`config.mk`:
```
export PLATFORM = sky130hd
export DESIGN_NAME = sdram_command_decoder_flat
export DESIGN_NICKNAME = d
export VERILOG_FILES = /design/src/hdl/sdram_cmd_pkg.sv /design/src/hdl/sdram_link_if.sv /design/src/hdl/sdram_command_decoder.sv /design/src/flat_wrapper.sv
export SDC_FILE = /design/constraint.sdc
export NUM_CORES = 1
export LEC_CHECK = 0
export ABC_AREA = 1
export BUFFER_PORTS_ARGS = -buffer_cell sky130_fd_sc_hd__buf_2
export CAP_MARGIN = 20
export CORE_UTILIZATION = 50
export DETAILED_ROUTE_END_ITERATION = 7
export PLACE_DENSITY = 0.71
export SETUP_SLACK_MARGIN = 0.1
export SLEW_MARGIN = 10
export SYNTH_ARGS = -nofsm -noshare
export SYNTH_HDL_FRONTEND = slang
export SYNTH_SLANG_ARGS = --single-unit
```
`constraint.sdc`:
```
create_clock -name clock_i -period 3.76 [get_ports clock_i]
set_input_delay 0.376 -clock clock_i [delete_from_list [all_inputs] [get_ports clock_i]]
set_output_delay 0.376 -clock clock_i [all_outputs]
set_load 0.005 [all_outputs]
```
`src/hdl/sdram_cmd_pkg.sv`:
```
// Package for the synchronous DRAM command decoder and its controller end.
// Assumes a single clock shared by both ends and a synchronous reset.
`default_nettype none

package sdram_cmd_pkg;

    // ********************************************
    // Command encodings {cs_n, ras_n, cas_n, we_n}
    // ********************************************
    localparam logic [3:0] CMD_ACTIVATE = 4'h3;
    localparam logic [3:0] CMD_PRECHARGE = 4'h2;
    localparam logic [3:0] CMD_READ = 4'h5;
    localparam logic [3:0] CMD_WRITE = 4'h4;
    localparam logic [3:0] CMD_MODE_SET = 4'h0;
    localparam logic [3:0] CMD_REFRESH = 4'h1;
    localparam logic [3:0] CMD_NOP = 4'h7;
    localparam logic [3:0] CMD_BURST_STOP = 4'h6;
    localparam logic [3:0] CMD_DESELECT = 4'hF;

    // ********************************************
    // Geometry and timing
    // ********************************************
    localparam int BANKS = 4;
    localparam int DATA_W = 16;
    localparam int BURST_W = 9;
    localparam logic [BURST_W-1:0] FULL_PAGE_CODE = 9'h000;
    localparam int CLOCK_NS = 40;
    localparam int RSC_NS = 15;
    // Least time rounds up, never below one cycle
    localparam int RSC_CYCLES = (RSC_NS + CLOCK_NS - 1) / CLOCK_NS;

    typedef enum logic [2:0] {
        ST_IDLE,
        ST_ACTIVE,
        ST_BURST,
        ST_POWER_DOWN,
        ST_SUSPEND,
        ST_SELF_REFRESH
    } dev_state_type;

    typedef enum logic [2:0] {
        OP_NONE,
        OP_ACTIVATE,
        OP_READ,
        OP_WRITE,
        OP_PRECHARGE,
        OP_MODE_SET,
        OP_REFRESH,
        OP_BURST_STOP
    } op_type;

endpackage : sdram_cmd_pkg

`default_nettype wire

```
`src/hdl/sdram_link_if.sv`:
```
// Interface joining the controller end and the memory decoder end.
// Assumes the testbench resolves the shared data wire from the enables.
`default_nettype none

interface sdram_link_if;
    import sdram_cmd_pkg::*;
    logic chip_select_n;
    logic row_strobe_n;
    logic col_strobe_n;
    logic write_enable_n;
    logic clock_gate_in;
    logic bank_sel_lsb;
    logic bank_sel_msb;
    logic precharge_scope_bit;
    logic [1:0] byte_mask;
    logic [DATA_W-1:0] dq_ctrl_out;
    logic [DATA_W-1:0] dq_ctrl_oe;
    logic [DATA_W-1:0] dq_mem_out;
    logic [DATA_W-1:0] dq_mem_oe;
    logic [DATA_W-1:0] dq_in;

    modport controller (
        output chip_select_n, row_strobe_n, col_strobe_n, write_enable_n,
        output clock_gate_in, bank_sel_lsb, bank_sel_msb, precharge_scope_bit,
        output byte_mask, dq_ctrl_out, dq_ctrl_oe,
        input dq_in
    );
    modport memory (
        input chip_select_n, row_strobe_n, col_strobe_n, write_enable_n,
        input clock_gate_in, bank_sel_lsb, bank_sel_msb, precharge_scope_bit,
        input byte_mask, dq_in,
        output dq_mem_out, dq_mem_oe
    );
endinterface : sdram_link_if

`default_nettype wire

```
`src/hdl/sdram_command_decoder.sv`:
```
// Memory end: command decoder and power-state logic of a four-bank DRAM.
// Assumes link inputs are synchronous to clock_i; one data word per bank.
//
// Behaviour
// - Decode inputs only on rising clock edge
// - Decode command strobes when enable was high
// - Bank selects target; scope bit means all/auto
// - Accept commands only if previous enable high
// - Enable falls outside burst: power-down; with refresh in idle, self-refresh
// - Controller keeps enable high in burst while in_burst_i is set
// - Enable falls in burst: suspend, freeze burst
// - Power-down exits on rising enable with nop
// - Suspend exits on rising enable; burst resumes
// - Burst stop ends any burst; controller drops it unless full_page_i
// - Controller waits after mode set
`default_nettype none

module sdram_command_decoder
    import sdram_cmd_pkg::*;
(
    input wire logic clock_i,
    input wire logic rst_i,
    sdram_link_if.memory link,
    output logic [2:0] state_o,
    output logic [BANKS-1:0] bank_open_o,
    output logic [BURST_W-1:0] burst_len_o,
    output logic refresh_pulse_o
);

    // ********************************************
    // State
    // ********************************************
    dev_state_type state_r, state_nxt;
    logic cke_prev_r, cke_prev_nxt;
    logic [BANKS-1:0] open_r, open_nxt;
    logic [BURST_W-1:0] blen_r, blen_nxt;
    logic [BURST_W-1:0] bcount_r, bcount_nxt;
    logic bwrite_r, bwrite_nxt;
    logic bauto_r, bauto_nxt;
    logic [1:0] bbank_r, bbank_nxt;
    logic [DATA_W-1:0] mem_r [BANKS];
    logic [DATA_W-1:0] mem_nxt [BANKS];
    logic [DATA_W-1:0] dout_r, dout_nxt;
    logic [DATA_W-1:0] doe_r, doe_nxt;
    logic refresh_r, refresh_nxt;

    logic [3:0] cmd;
    logic [1:0] bank;
    logic idle_cmd;
    logic [BURST_W-1:0] remain;

    assign cmd = {link.chip_select_n, link.row_strobe_n, link.col_strobe_n,
                  link.write_enable_n};
    assign bank = {link.bank_sel_msb, link.bank_sel_lsb};
    // Deselect, no-op or burst stop (ras_n and cas_n high)
    assign idle_cmd = link.chip_select_n || (cmd[2:1] == 2'b11);
    assign remain = bcount_r - 9'h001;

    // ********************************************
    // Next-state logic
    // ********************************************
    always_comb begin
        state_nxt = state_r;
        cke_prev_nxt = link.clock_gate_in;
        open_nxt = open_r;
        blen_nxt = blen_r;
        bcount_nxt = bcount_r;
        bwrite_nxt = bwrite_r;
        bauto_nxt = bauto_r;
        bbank_nxt = bbank_r;
        mem_nxt = mem_r;
        dout_nxt = dout_r;
        doe_nxt = '0;
        refresh_nxt = 1'b0;
        unique case (state_r)
            ST_POWER_DOWN: begin
                // Exit needs deselect, nop or burst stop on the rising edge
                if (!cke_prev_r && link.clock_gate_in && idle_cmd) begin
                    state_nxt = (open_r != '0) ? ST_ACTIVE : ST_IDLE;
                end
            end
            ST_SELF_REFRESH: begin
                if (!cke_prev_r && link.clock_gate_in && idle_cmd) begin
                    state_nxt = ST_IDLE;
                end
            end
            ST_SUSPEND: begin
                // Burst counter is frozen here
                if (!cke_prev_r && link.clock_gate_in) begin
                    state_nxt = ST_BURST;
                end
            end
            default: begin
                if (cke_prev_r) begin
                    if (!link.clock_gate_in && state_r == ST_BURST) begin
                        state_nxt = ST_SUSPEND;
                    end else if (!link.clock_gate_in && idle_cmd) begin
                        state_nxt = ST_POWER_DOWN;
                    end else begin
                        // Burst progress for this cycle
                        if (state_r == ST_BURST) begin
                            if (bwrite_r && !link.byte_mask[0]) begin
                                mem_nxt[bbank_r] = link.dq_in;
                            end
                            if (!bwrite_r) begin
                                dout_nxt = mem_r[bbank_r];
                                doe_nxt = {{8{!link.byte_mask[1]}},
                                           {8{!link.byte_mask[0]}}};
                            end
                            if (blen_r != FULL_PAGE_CODE) begin
                                bcount_nxt = remain;
                                if (remain == '0) begin
                                    state_nxt = ST_ACTIVE;
                                    if (bauto_r) begin
                                        open_nxt[bbank_r] = 1'b0;
                                        state_nxt = (open_nxt != '0) ? ST_ACTIVE : ST_IDLE;
                                    end
                                end
                            end
                        end
                        unique case (cmd)
                            CMD_ACTIVATE: begin
                                open_nxt[bank] = 1'b1;
                                state_nxt = ST_ACTIVE;
                            end
                            CMD_PRECHARGE: begin
                                if (link.precharge_scope_bit) begin
                                    open_nxt = '0;
                                end else begin
                                    open_nxt[bank] = 1'b0;
                                end
                                state_nxt = (open_nxt != '0) ? ST_ACTIVE : ST_IDLE;
                            end
                            CMD_READ, CMD_WRITE: begin
                                if (open_r[bank]) begin
                                    bwrite_nxt = !link.write_enable_n;
                                    bauto_nxt = link.precharge_scope_bit;
                                    bbank_nxt = bank;
                                    bcount_nxt = blen_r;
                                    state_nxt = ST_BURST;
                                    if (!link.write_enable_n && !link.byte_mask[0]) begin
                                        mem_nxt[bank] = link.dq_in;
                                    end
                                end
                            end
                            CMD_MODE_SET: begin
                                if (state_r == ST_IDLE) begin
                                    blen_nxt = link.dq_in[BURST_W-1:0];
                                end
                            end
                            CMD_REFRESH: begin
                                if (state_r == ST_IDLE) begin
                                    if (link.clock_gate_in) begin
                                        refresh_nxt = 1'b1;
                                    end else begin
                                        state_nxt = ST_SELF_REFRESH;
                                    end
                                end
                            end
                            CMD_BURST_STOP: begin
                                if (state_r == ST_BURST) begin
                                    state_nxt = ST_ACTIVE;
                                end
                            end
                            default: begin
                            end
                        endcase
                    end
                end
            end
        endcase
    end

    // ********************************************
    // Registers
    // ********************************************
    always_ff @(posedge clock_i) begin
        if (rst_i) begin
            state_r <= ST_IDLE;
            cke_prev_r <= 1'b0;
            open_r <= '0;
            blen_r <= 9'h001;
            bcount_r <= '0;
            bwrite_r <= 1'b0;
            bauto_r <= 1'b0;
            bbank_r <= 2'h0;
            for (int i = 0; i < BANKS; i++) begin
                mem_r[i] <= '0;
            end
            dout_r <= '0;
            doe_r <= '0;
            refresh_r <= 1'b0;
        end else begin
            state_r <= state_nxt;
            cke_prev_r <= cke_prev_nxt;
            open_r <= open_nxt;
            blen_r <= blen_nxt;
            bcount_r <= bcount_nxt;
            bwrite_r <= bwrite_nxt;
            bauto_r <= bauto_nxt;
            bbank_r <= bbank_nxt;
            mem_r <= mem_nxt;
            dout_r <= dout_nxt;
            doe_r <= doe_nxt;
            refresh_r <= refresh_nxt;
        end
    end

    assign link.dq_mem_out = dout_r;
    assign link.dq_mem_oe = doe_r;
    assign state_o = state_r;
    assign bank_open_o = open_r;
    assign burst_len_o = blen_r;
    assign refresh_pulse_o = refresh_r;

endmodule : sdram_command_decoder

`default_nettype wire

```
`src/flat_wrapper.sv`:
```
// flat-port wrapper written by rule: the top's interface ports become plain ports
module sdram_command_decoder_flat import sdram_cmd_pkg::*;
  (clock_i, rst_i, state_o, bank_open_o, burst_len_o, refresh_pulse_o, link_chip_select_n, link_row_strobe_n, link_col_strobe_n, link_write_enable_n, link_clock_gate_in, link_bank_sel_lsb, link_bank_sel_msb, link_precharge_scope_bit, link_byte_mask, link_dq_in, link_dq_mem_out, link_dq_mem_oe);
  sdram_link_if link_i ();
  input wire logic clock_i;
  input wire logic rst_i;
  output logic [2:0] state_o;
  output logic [BANKS-1:0] bank_open_o;
  output logic [BURST_W-1:0] burst_len_o;
  output logic refresh_pulse_o;
  input wire logic [$bits(link_i.chip_select_n)-1:0] link_chip_select_n;
  input wire logic [$bits(link_i.row_strobe_n)-1:0] link_row_strobe_n;
  input wire logic [$bits(link_i.col_strobe_n)-1:0] link_col_strobe_n;
  input wire logic [$bits(link_i.write_enable_n)-1:0] link_write_enable_n;
  input wire logic [$bits(link_i.clock_gate_in)-1:0] link_clock_gate_in;
  input wire logic [$bits(link_i.bank_sel_lsb)-1:0] link_bank_sel_lsb;
  input wire logic [$bits(link_i.bank_sel_msb)-1:0] link_bank_sel_msb;
  input wire logic [$bits(link_i.precharge_scope_bit)-1:0] link_precharge_scope_bit;
  input wire logic [$bits(link_i.byte_mask)-1:0] link_byte_mask;
  input wire logic [$bits(link_i.dq_in)-1:0] link_dq_in;
  output wire logic [$bits(link_i.dq_mem_out)-1:0] link_dq_mem_out;
  output wire logic [$bits(link_i.dq_mem_oe)-1:0] link_dq_mem_oe;
  assign link_i.chip_select_n = link_chip_select_n;
  assign link_i.row_strobe_n = link_row_strobe_n;
  assign link_i.col_strobe_n = link_col_strobe_n;
  assign link_i.write_enable_n = link_write_enable_n;
  assign link_i.clock_gate_in = link_clock_gate_in;
  assign link_i.bank_sel_lsb = link_bank_sel_lsb;
  assign link_i.bank_sel_msb = link_bank_sel_msb;
  assign link_i.precharge_scope_bit = link_precharge_scope_bit;
  assign link_i.byte_mask = link_byte_mask;
  assign link_i.dq_in = link_dq_in;
  assign link_dq_mem_out = link_i.dq_mem_out;
  assign link_dq_mem_oe = link_i.dq_mem_oe;
  sdram_command_decoder u_core (.clock_i(clock_i), .rst_i(rst_i), .link(link_i), .state_o(state_o), .bank_open_o(bank_open_o), .burst_len_o(burst_len_o), .refresh_pulse_o(refresh_pulse_o));
endmodule
```
# After elaboration in Yosys (flattened, before gate mapping)
# Cells that the tools add are included.
dict set report op_classes {
  n_addsub 1
  order_cmp 8
  n_eq_ne 14
  muxes 63
  bitwise_logic 15
  n_reduce_logical 33
}
# cell n
set ops {}
lappend ops {{64-bit two-way mux} 9}
lappend ops {{64-bit bitwise mux} 2}
lappend ops {{16-bit demux with 2-bit select} 2}
lappend ops {{16-bit two-way mux} 4}
lappend ops {{4-bit two-way mux} 14}
lappend ops {{3-bit two-way mux} 14}
lappend ops {{9-bit two-way mux} 4}
lappend ops {{16-bit binary-select mux with 2-bit select} 1}
lappend ops {{6-bit AND reduction} 3}
lappend ops {{9-bit OR reduction} 2}
lappend ops {{4-bit nonzero test} 4}
lappend ops {{3-bit case mux with 5 select lines} 1}
lappend ops {{4-bit by 3-bit == test with 1-bit output (second input constant)} 3}
lappend ops {{1-bit logical AND} 10}
lappend ops {{9-bit zero test} 1}
lappend ops {{3-bit case mux with 3 select lines} 1}
lappend ops {{9-bit nonzero test} 1}
lappend ops {{9-bit by 1-bit subtractor with 9-bit output (second input constant)} 1}
lappend ops {{4-bit AND} 2}
lappend ops {{4-bit by 2-bit == test with 1-bit output (second input constant)} 2}
lappend ops {{1-bit NOT} 8}
lappend ops {{4-bit NOT} 2}
lappend ops {{4-bit case mux with 2 select lines} 1}
lappend ops {{4-bit AND reduction} 2}
lappend ops {{20 further kinds} 40}
dict set report totals {
  reg_bits 120
  inputBits 28
  output_inout_bits 49
  wordCells 149
}

# Depth between registers and ports, before layout
dict set report depth {
  depth_word 28
  depth_mapped 15
  ltp_nobuf 15
}

# Worst setup path before layout
# No wires, ideal clock.
dict set report synth_timing {
  path_kind {register to register}
  from {register u_core.bcount_r[0]}
  to {register u_core.state_r[0] (netlist: u_core.state_o[0])}
  setup_time_ps 132
  t_arrival_ps 1744
  required_time_ps 3628
  path_slack_ps 1884
  path_stages_with_launch 15
  n_path_buf 0
  path_cell_list {dfxtp_1 > inv_1 > ha_1 > nand2_1 > nand2_1 > nor2_1 > nand3_1 > nor3_2 > nand3_1 > nand3_1 > nand3_1 > o21bai_1 > nand2_1 > nand2_1 > a21oi_1}
}
dict set report synth_between {
  elab_chain_len 23
  word_cells_on_any_way 30
}
# element line_no
set synth_lines {}
lappend synth_lines {{start, declared} sdram_command_decoder.sv:37} ;# logic [BURST_W-1:0] bcount_r, bcount_nxt;
lappend synth_lines {{start signal, assigned} sdram_command_decoder.sv:198} ;# bcount_r <= bcount_nxt;
lappend synth_lines {{9-bit by 1-bit subtractor with 9-bit output (*)} sdram_command_decoder.sv:57} ;# assign remain = bcount_r - 9'h001;
lappend synth_lines {{9-bit zero test (*)} sdram_command_decoder.sv:112} ;# if (remain == '0) begin
lappend synth_lines {{4-bit two-way mux} sdram_command_decoder.sv:112}
lappend synth_lines {{4-bit two-way mux} sdram_command_decoder.sv:110} ;# if (blen_r != FULL_PAGE_CODE) begin
lappend synth_lines {{4-bit two-way mux} sdram_command_decoder.sv:101} ;# if (state_r == ST_BURST) begin
lappend synth_lines {{4-bit two-way mux} sdram_command_decoder.sv:97} ;# end else if (!link.clock_gate_in && idle_cmd) begin
lappend synth_lines {{4-bit two-way mux} sdram_command_decoder.sv:95} ;# if (!link.clock_gate_in && state_r == ST_BURST) begin
lappend synth_lines {{4-bit two-way mux} sdram_command_decoder.sv:94} ;# if (cke_prev_r) begin
lappend synth_lines {{[... 7 more ...]} --}
lappend synth_lines {{4-bit two-way mux} sdram_command_decoder.sv:75} ;# unique case (state_r)
lappend synth_lines {{4-bit nonzero test} sdram_command_decoder.sv:132} ;# state_nxt = (open_nxt != '0) ? ST_ACTIVE : ST_IDLE;
lappend synth_lines {{1-bit two-way mux} sdram_command_decoder.sv:132}
lappend synth_lines {{3-bit case mux with 5 select lines (*)} sdram_command_decoder.sv:121} ;# unique case (cmd)
lappend synth_lines {{3-bit two-way mux (*)} sdram_command_decoder.sv:97}
lappend synth_lines {{3-bit two-way mux (*)} sdram_command_decoder.sv:95}
lappend synth_lines {{3-bit two-way mux (*)} sdram_command_decoder.sv:94}
lappend synth_lines {{3-bit case mux with 3 select lines (*)} sdram_command_decoder.sv:75}
lappend synth_lines {{end signal, assigned} sdram_command_decoder.sv:194} ;# state_r <= state_nxt;
lappend synth_lines {{end, declared} sdram_command_decoder.sv:33} ;# dev_state_type state_r, state_nxt;
# Every way passes the cells marked *; elsewhere a longest branch is shown, timed or not. The select of a mux whose other input is x is not followed.
# A chain may end at the register's enable or synchronous reset.

# Final worst setup path
dict set report layout_timing {
  from {register u_core.state_r[1] (netlist: u_core.state_o[1])}
  to {register u_core.mem_r[18] (netlist name)}
}
dict set report layout_between {
  elab_chain_len 10
  word_cells_on_any_way 18
}
# element line_no
set layout_lines {}
lappend layout_lines {{3-bit by 2-bit == test with 1-bit output} {sdram_command_decoder.sv:95, sdram_command_decoder.sv:101}}
lappend layout_lines {{64-bit two-way mux} sdram_command_decoder.sv:101}
lappend layout_lines {{64-bit two-way mux} sdram_command_decoder.sv:97}
lappend layout_lines {{64-bit two-way mux} sdram_command_decoder.sv:95}
lappend layout_lines {{64-bit two-way mux} sdram_command_decoder.sv:94}
lappend layout_lines {{64-bit two-way mux} sdram_command_decoder.sv:75}
lappend layout_lines {{64-bit bitwise mux} sdram_command_decoder.sv:142} ;# mem_nxt[bank] = link.dq_in;
lappend layout_lines {{64-bit two-way mux} sdram_command_decoder.sv:141} ;# if (!link.write_enable_n && !link.byte_mask[0]) begin
lappend layout_lines {{64-bit two-way mux} sdram_command_decoder.sv:135} ;# if (open_r[bank]) begin
lappend layout_lines {{64-bit two-way mux} sdram_command_decoder.sv:121}
lappend layout_lines {{end signal, assigned} sdram_command_decoder.sv:202} ;# mem_r <= mem_nxt;
lappend layout_lines {{end, declared} sdram_command_decoder.sv:41} ;# logic [DATA_W-1:0] mem_r [BANKS];
# Parallel ways exist; a longest one is shown, timed or not. The select of a mux whose other input is x is not followed.

==> qor.csv <==
stage,metric,value,unit
floorplan,start_util,51.5,%
sta,rsz0062_at_grt,false,
route,vias,5186,
sta,slew-limit-headroom,40.5,%
setup_path,cp_slowest_cell,nand2_1,
final_layout,syn_to_final_growth,18.5,%
power,worst_ir_drop_vdd,0.395,mV
final_layout,layout-drive-gt1-share,17.5,%
clocking,clock-sinks,113,
setup_path,slowest_delay,0.51,ns
route,drt_pre_antenna_iters,5,
power,p_leak,2.62,nW
route,drtAntennaViolNets,0,
floorplan,core-area,10300,um^2
synth,syn_nets,762,
floorplan,num_rows,37,
synth,synth-main-ff-cell,dfxtp_1,
final_layout,fillers,936,
synth,synth_compound_area_share,25.6,%
clocking,clockBufferDepth,2,
global_route,grt_util_all_layers,28.6,%
global_route,gr-total-overflow,0,
clocking,cts_max_level,4,
clocking,cts_resized,0,
place,dp_hpwl,10.8,mm
sta,post-route-period-util,78.9,%
synth,ys_ff_latch,113,
synth,synthArstFlopShare,0,%
setup_path,crit_arrival,3.37,ns
setup_path,crit_chain,nand2_1 -> nor2_2 -> inv_2 -> nor2_1 -> nor2_1 -> nand2_1 -> inv_2 -> nand2_1 -> inv_2 -> o21ai_0 -> a21oi_1,
sta,slew_viol_final,0,
power,power.density,502,nW/um^2
global_route,grt_max_degree,58,
synth,synth_cell_type_count,43,
final_layout,nets,816,
sta,timing.fmax,337,MHz
setup_path,worstSetupStartpointType,register,
synth,synth_area_per_cell,7.26,um^2
synth,synth-xor-area-share,0.329,%
final_layout,antenna_cells,0,
synth,yosys-top-cells-area,"dfxtp_1, nand2_1, a21oi_1, o21ai_0, nor2_1",
place,numPortBuffers,76,
sta,setup_viol,0,
setup_path,crit_fanout,27,
floorplan,die_w,105,um
sta,hold_violations,0,
route,viasPerCell,5.55,
synth,synth_simple_gate_area_share,20.7,%
setup_path,crit_path_end_kind,register,
floorplan,ios,77,
sta,finalClockSkew,0.00611,ns
synth,muxShareOfSynthArea,0,%
synth,yosysTopAreaCell,dfxtp_1,
worst_hold_path,hp-class,input pin to register,
route,drc,0,
setup_path,critPathKind,register to register,
synth,syn_area,5320,um^2
clocking,cts_made_buffers,17,
synth,synth_edf_count,0,
clocking,postCtsHoldBufs,0,
global_route,antenna_found_initial,0,
clocking,clock_latency,0.52,ns
synth,synth_top_family_by_area,compound AO/OA/AOI/OAI gates,
synth,synth-adder-area-share,0.471,%
clocking,postCtsSetupBuffers,0,
route,drt_iter0_drc,385,
run,maxCapViolations,0,
outcome,status,"complete, no violations",
global_route,grt_pass1_wl,24.4,mm
global_route,grt_pass1_vias,4769,
setup_path,crit_required,4.16,ns
synth,synth_common_cells,"nand2_1, dfxtp_1, a21oi_1, nor2_1, inv_1",
synth,synth_top_cell_area_share,42.6,%
clocking,tritoncts,done,
route,wl_per_cell,16.2,um
place,gp_congestion,0.917,
sta,worst_pin_slew,0.891,ns
floorplan,dieHeight,105,um
route,drt_wl_total,15.1,mm
final_layout,post-route-util,61.0,%
clocking,clkTransAtPathRegs,0.05,ns
synth,yosysSeqAreaShare,42.6,%
floorplan,die_area,11000,um^2
synth,yosys_warnings,0,
clocking,root_buffer,clkbuf_8,
synth,synth_cells,732,
sta,finalSetupTns,0,ns
sta,min_period,2.97,ns
synth,synth_most_common_cell,nand2_1,
state kept, by name, indices dropped and copies added (netlist names):
register / count
u_core.mem_r: 64
u_core.link.dq_mem_out: 16
u_core.bcount_r: 9
u_core.burst_len_o: 9
u_core.bank_open_o: 4
u_core.state_o: 3
u_core.bbank_r: 2
u_core.link.dq_mem_oe: 2
u_core.bauto_r: 1
u_core.bwrite_r: 1
u_core.cke_prev_r: 1
u_core.refresh_pulse_o: 1
layer usage:
layer  GRT usage, %  share of wire (%)  vias to the layer above
met5              0                  0                        -
li1               -                  -                     2571
met1           39.3                 46                     2371
met2           42.9                 44                      224
met4           10.8                1.5                        0
met3           7.74                8.7                       20
cell type report:
type | instances | area (um^2) | share of cell area, %
clock buffers | 22 | 453 | 7.19
flip-flops and latches | 113 | 2260 | 35.9
clock inverters | 10 | 181 | 2.88
repair buffers | 81 | 418 | 6.63
inverters | 81 | 305 | 4.85
multi-input cells | 492 | 2510 | 39.8
well taps | 136 | 170 | 2.70
where the power goes:
group | total, W | leakage, nW | switching, W | internal [W]
Combinational | 0.000207 | 1.40 | 0.000143 | 0.0000647
Clock | 0.00173 | 0.309 | 0.000553 | 0.00118
Sequential | 0.00123 | 0.912 | 0.0000158 | 0.00121
stage by stage:
step                      hold slack, ns  area (um^2)  total power (W)  cells  worst slack, ns
after global routing              0.0183         6300          0.00326    935            0.492
after detailed placement           0.449         5670          0.00146    903            0.889
after global placement             0.440         5670          0.00146    903            0.982
final                             0.0212         6300          0.00316    935            0.792
after CTS                         0.0108         6300          0.00317    935            0.841
after floorplan                    0.425         5320          0.00138    732             1.88
cell usage in the layout (no fill, tap or decap), drive strengths merged, types with 3 or more instances in the layout:
master    n
a211oi    7
a21oi    91
a221oi   21
a22o      7
a22oi     3
a31o      3
a31oi     3
buf      81
bufinv    5
clkbuf   22
clkinv    5
dfxtp   113
inv      80
nand2   133
nand3    29
nand4     4
nor2     83
nor3      6
nor4      4
o21ai    78
o22ai     8
critical path: cells and delay by family (launching register included):
family | cells | cell delay, ns
simple gates | 6 | 1.53
buf+inv | 3 | 0.61
flops | 1 | 0.45
compound gates | 2 | 0.24
kinds of logic (layout without fill, tap and decap cells):
group                    count (synthesis)  after routing
AND/OR/NAND/NOR                        262            262
adder cells (fa/ha/maj)                  2              2
buffers and inverters                  127            194
flip-flops                             113            113
XOR/XNOR                                 2              2
AO/OA/AOI/OAI                          226            226
final timing paths:
check | from | endpoint | slack [ns] | cells past startpoint
setup / recovery | u_core.state_o[1]$_SDFFE_PP0P_ | u_core.mem_r[18]$_SDFFE_PP0P_ | 0.79 | 11
hold / removal | link_byte_mask[1] | u_core.link.dq_mem_oe[8]$_SDFF_PP0_ | 0.02 | 2
setup reg to reg | u_core.state_o[1]$_SDFFE_PP0P_ | u_core.mem_r[18]$_SDFFE_PP0P_ | 0.79 | 11
hold reg to reg | u_core.mem_r[40]$_SDFFE_PP0P_ | u_core.mem_r[40]$_SDFFE_PP0P_ | 0.45 | 2
Power figures use the tool's default switching activity.
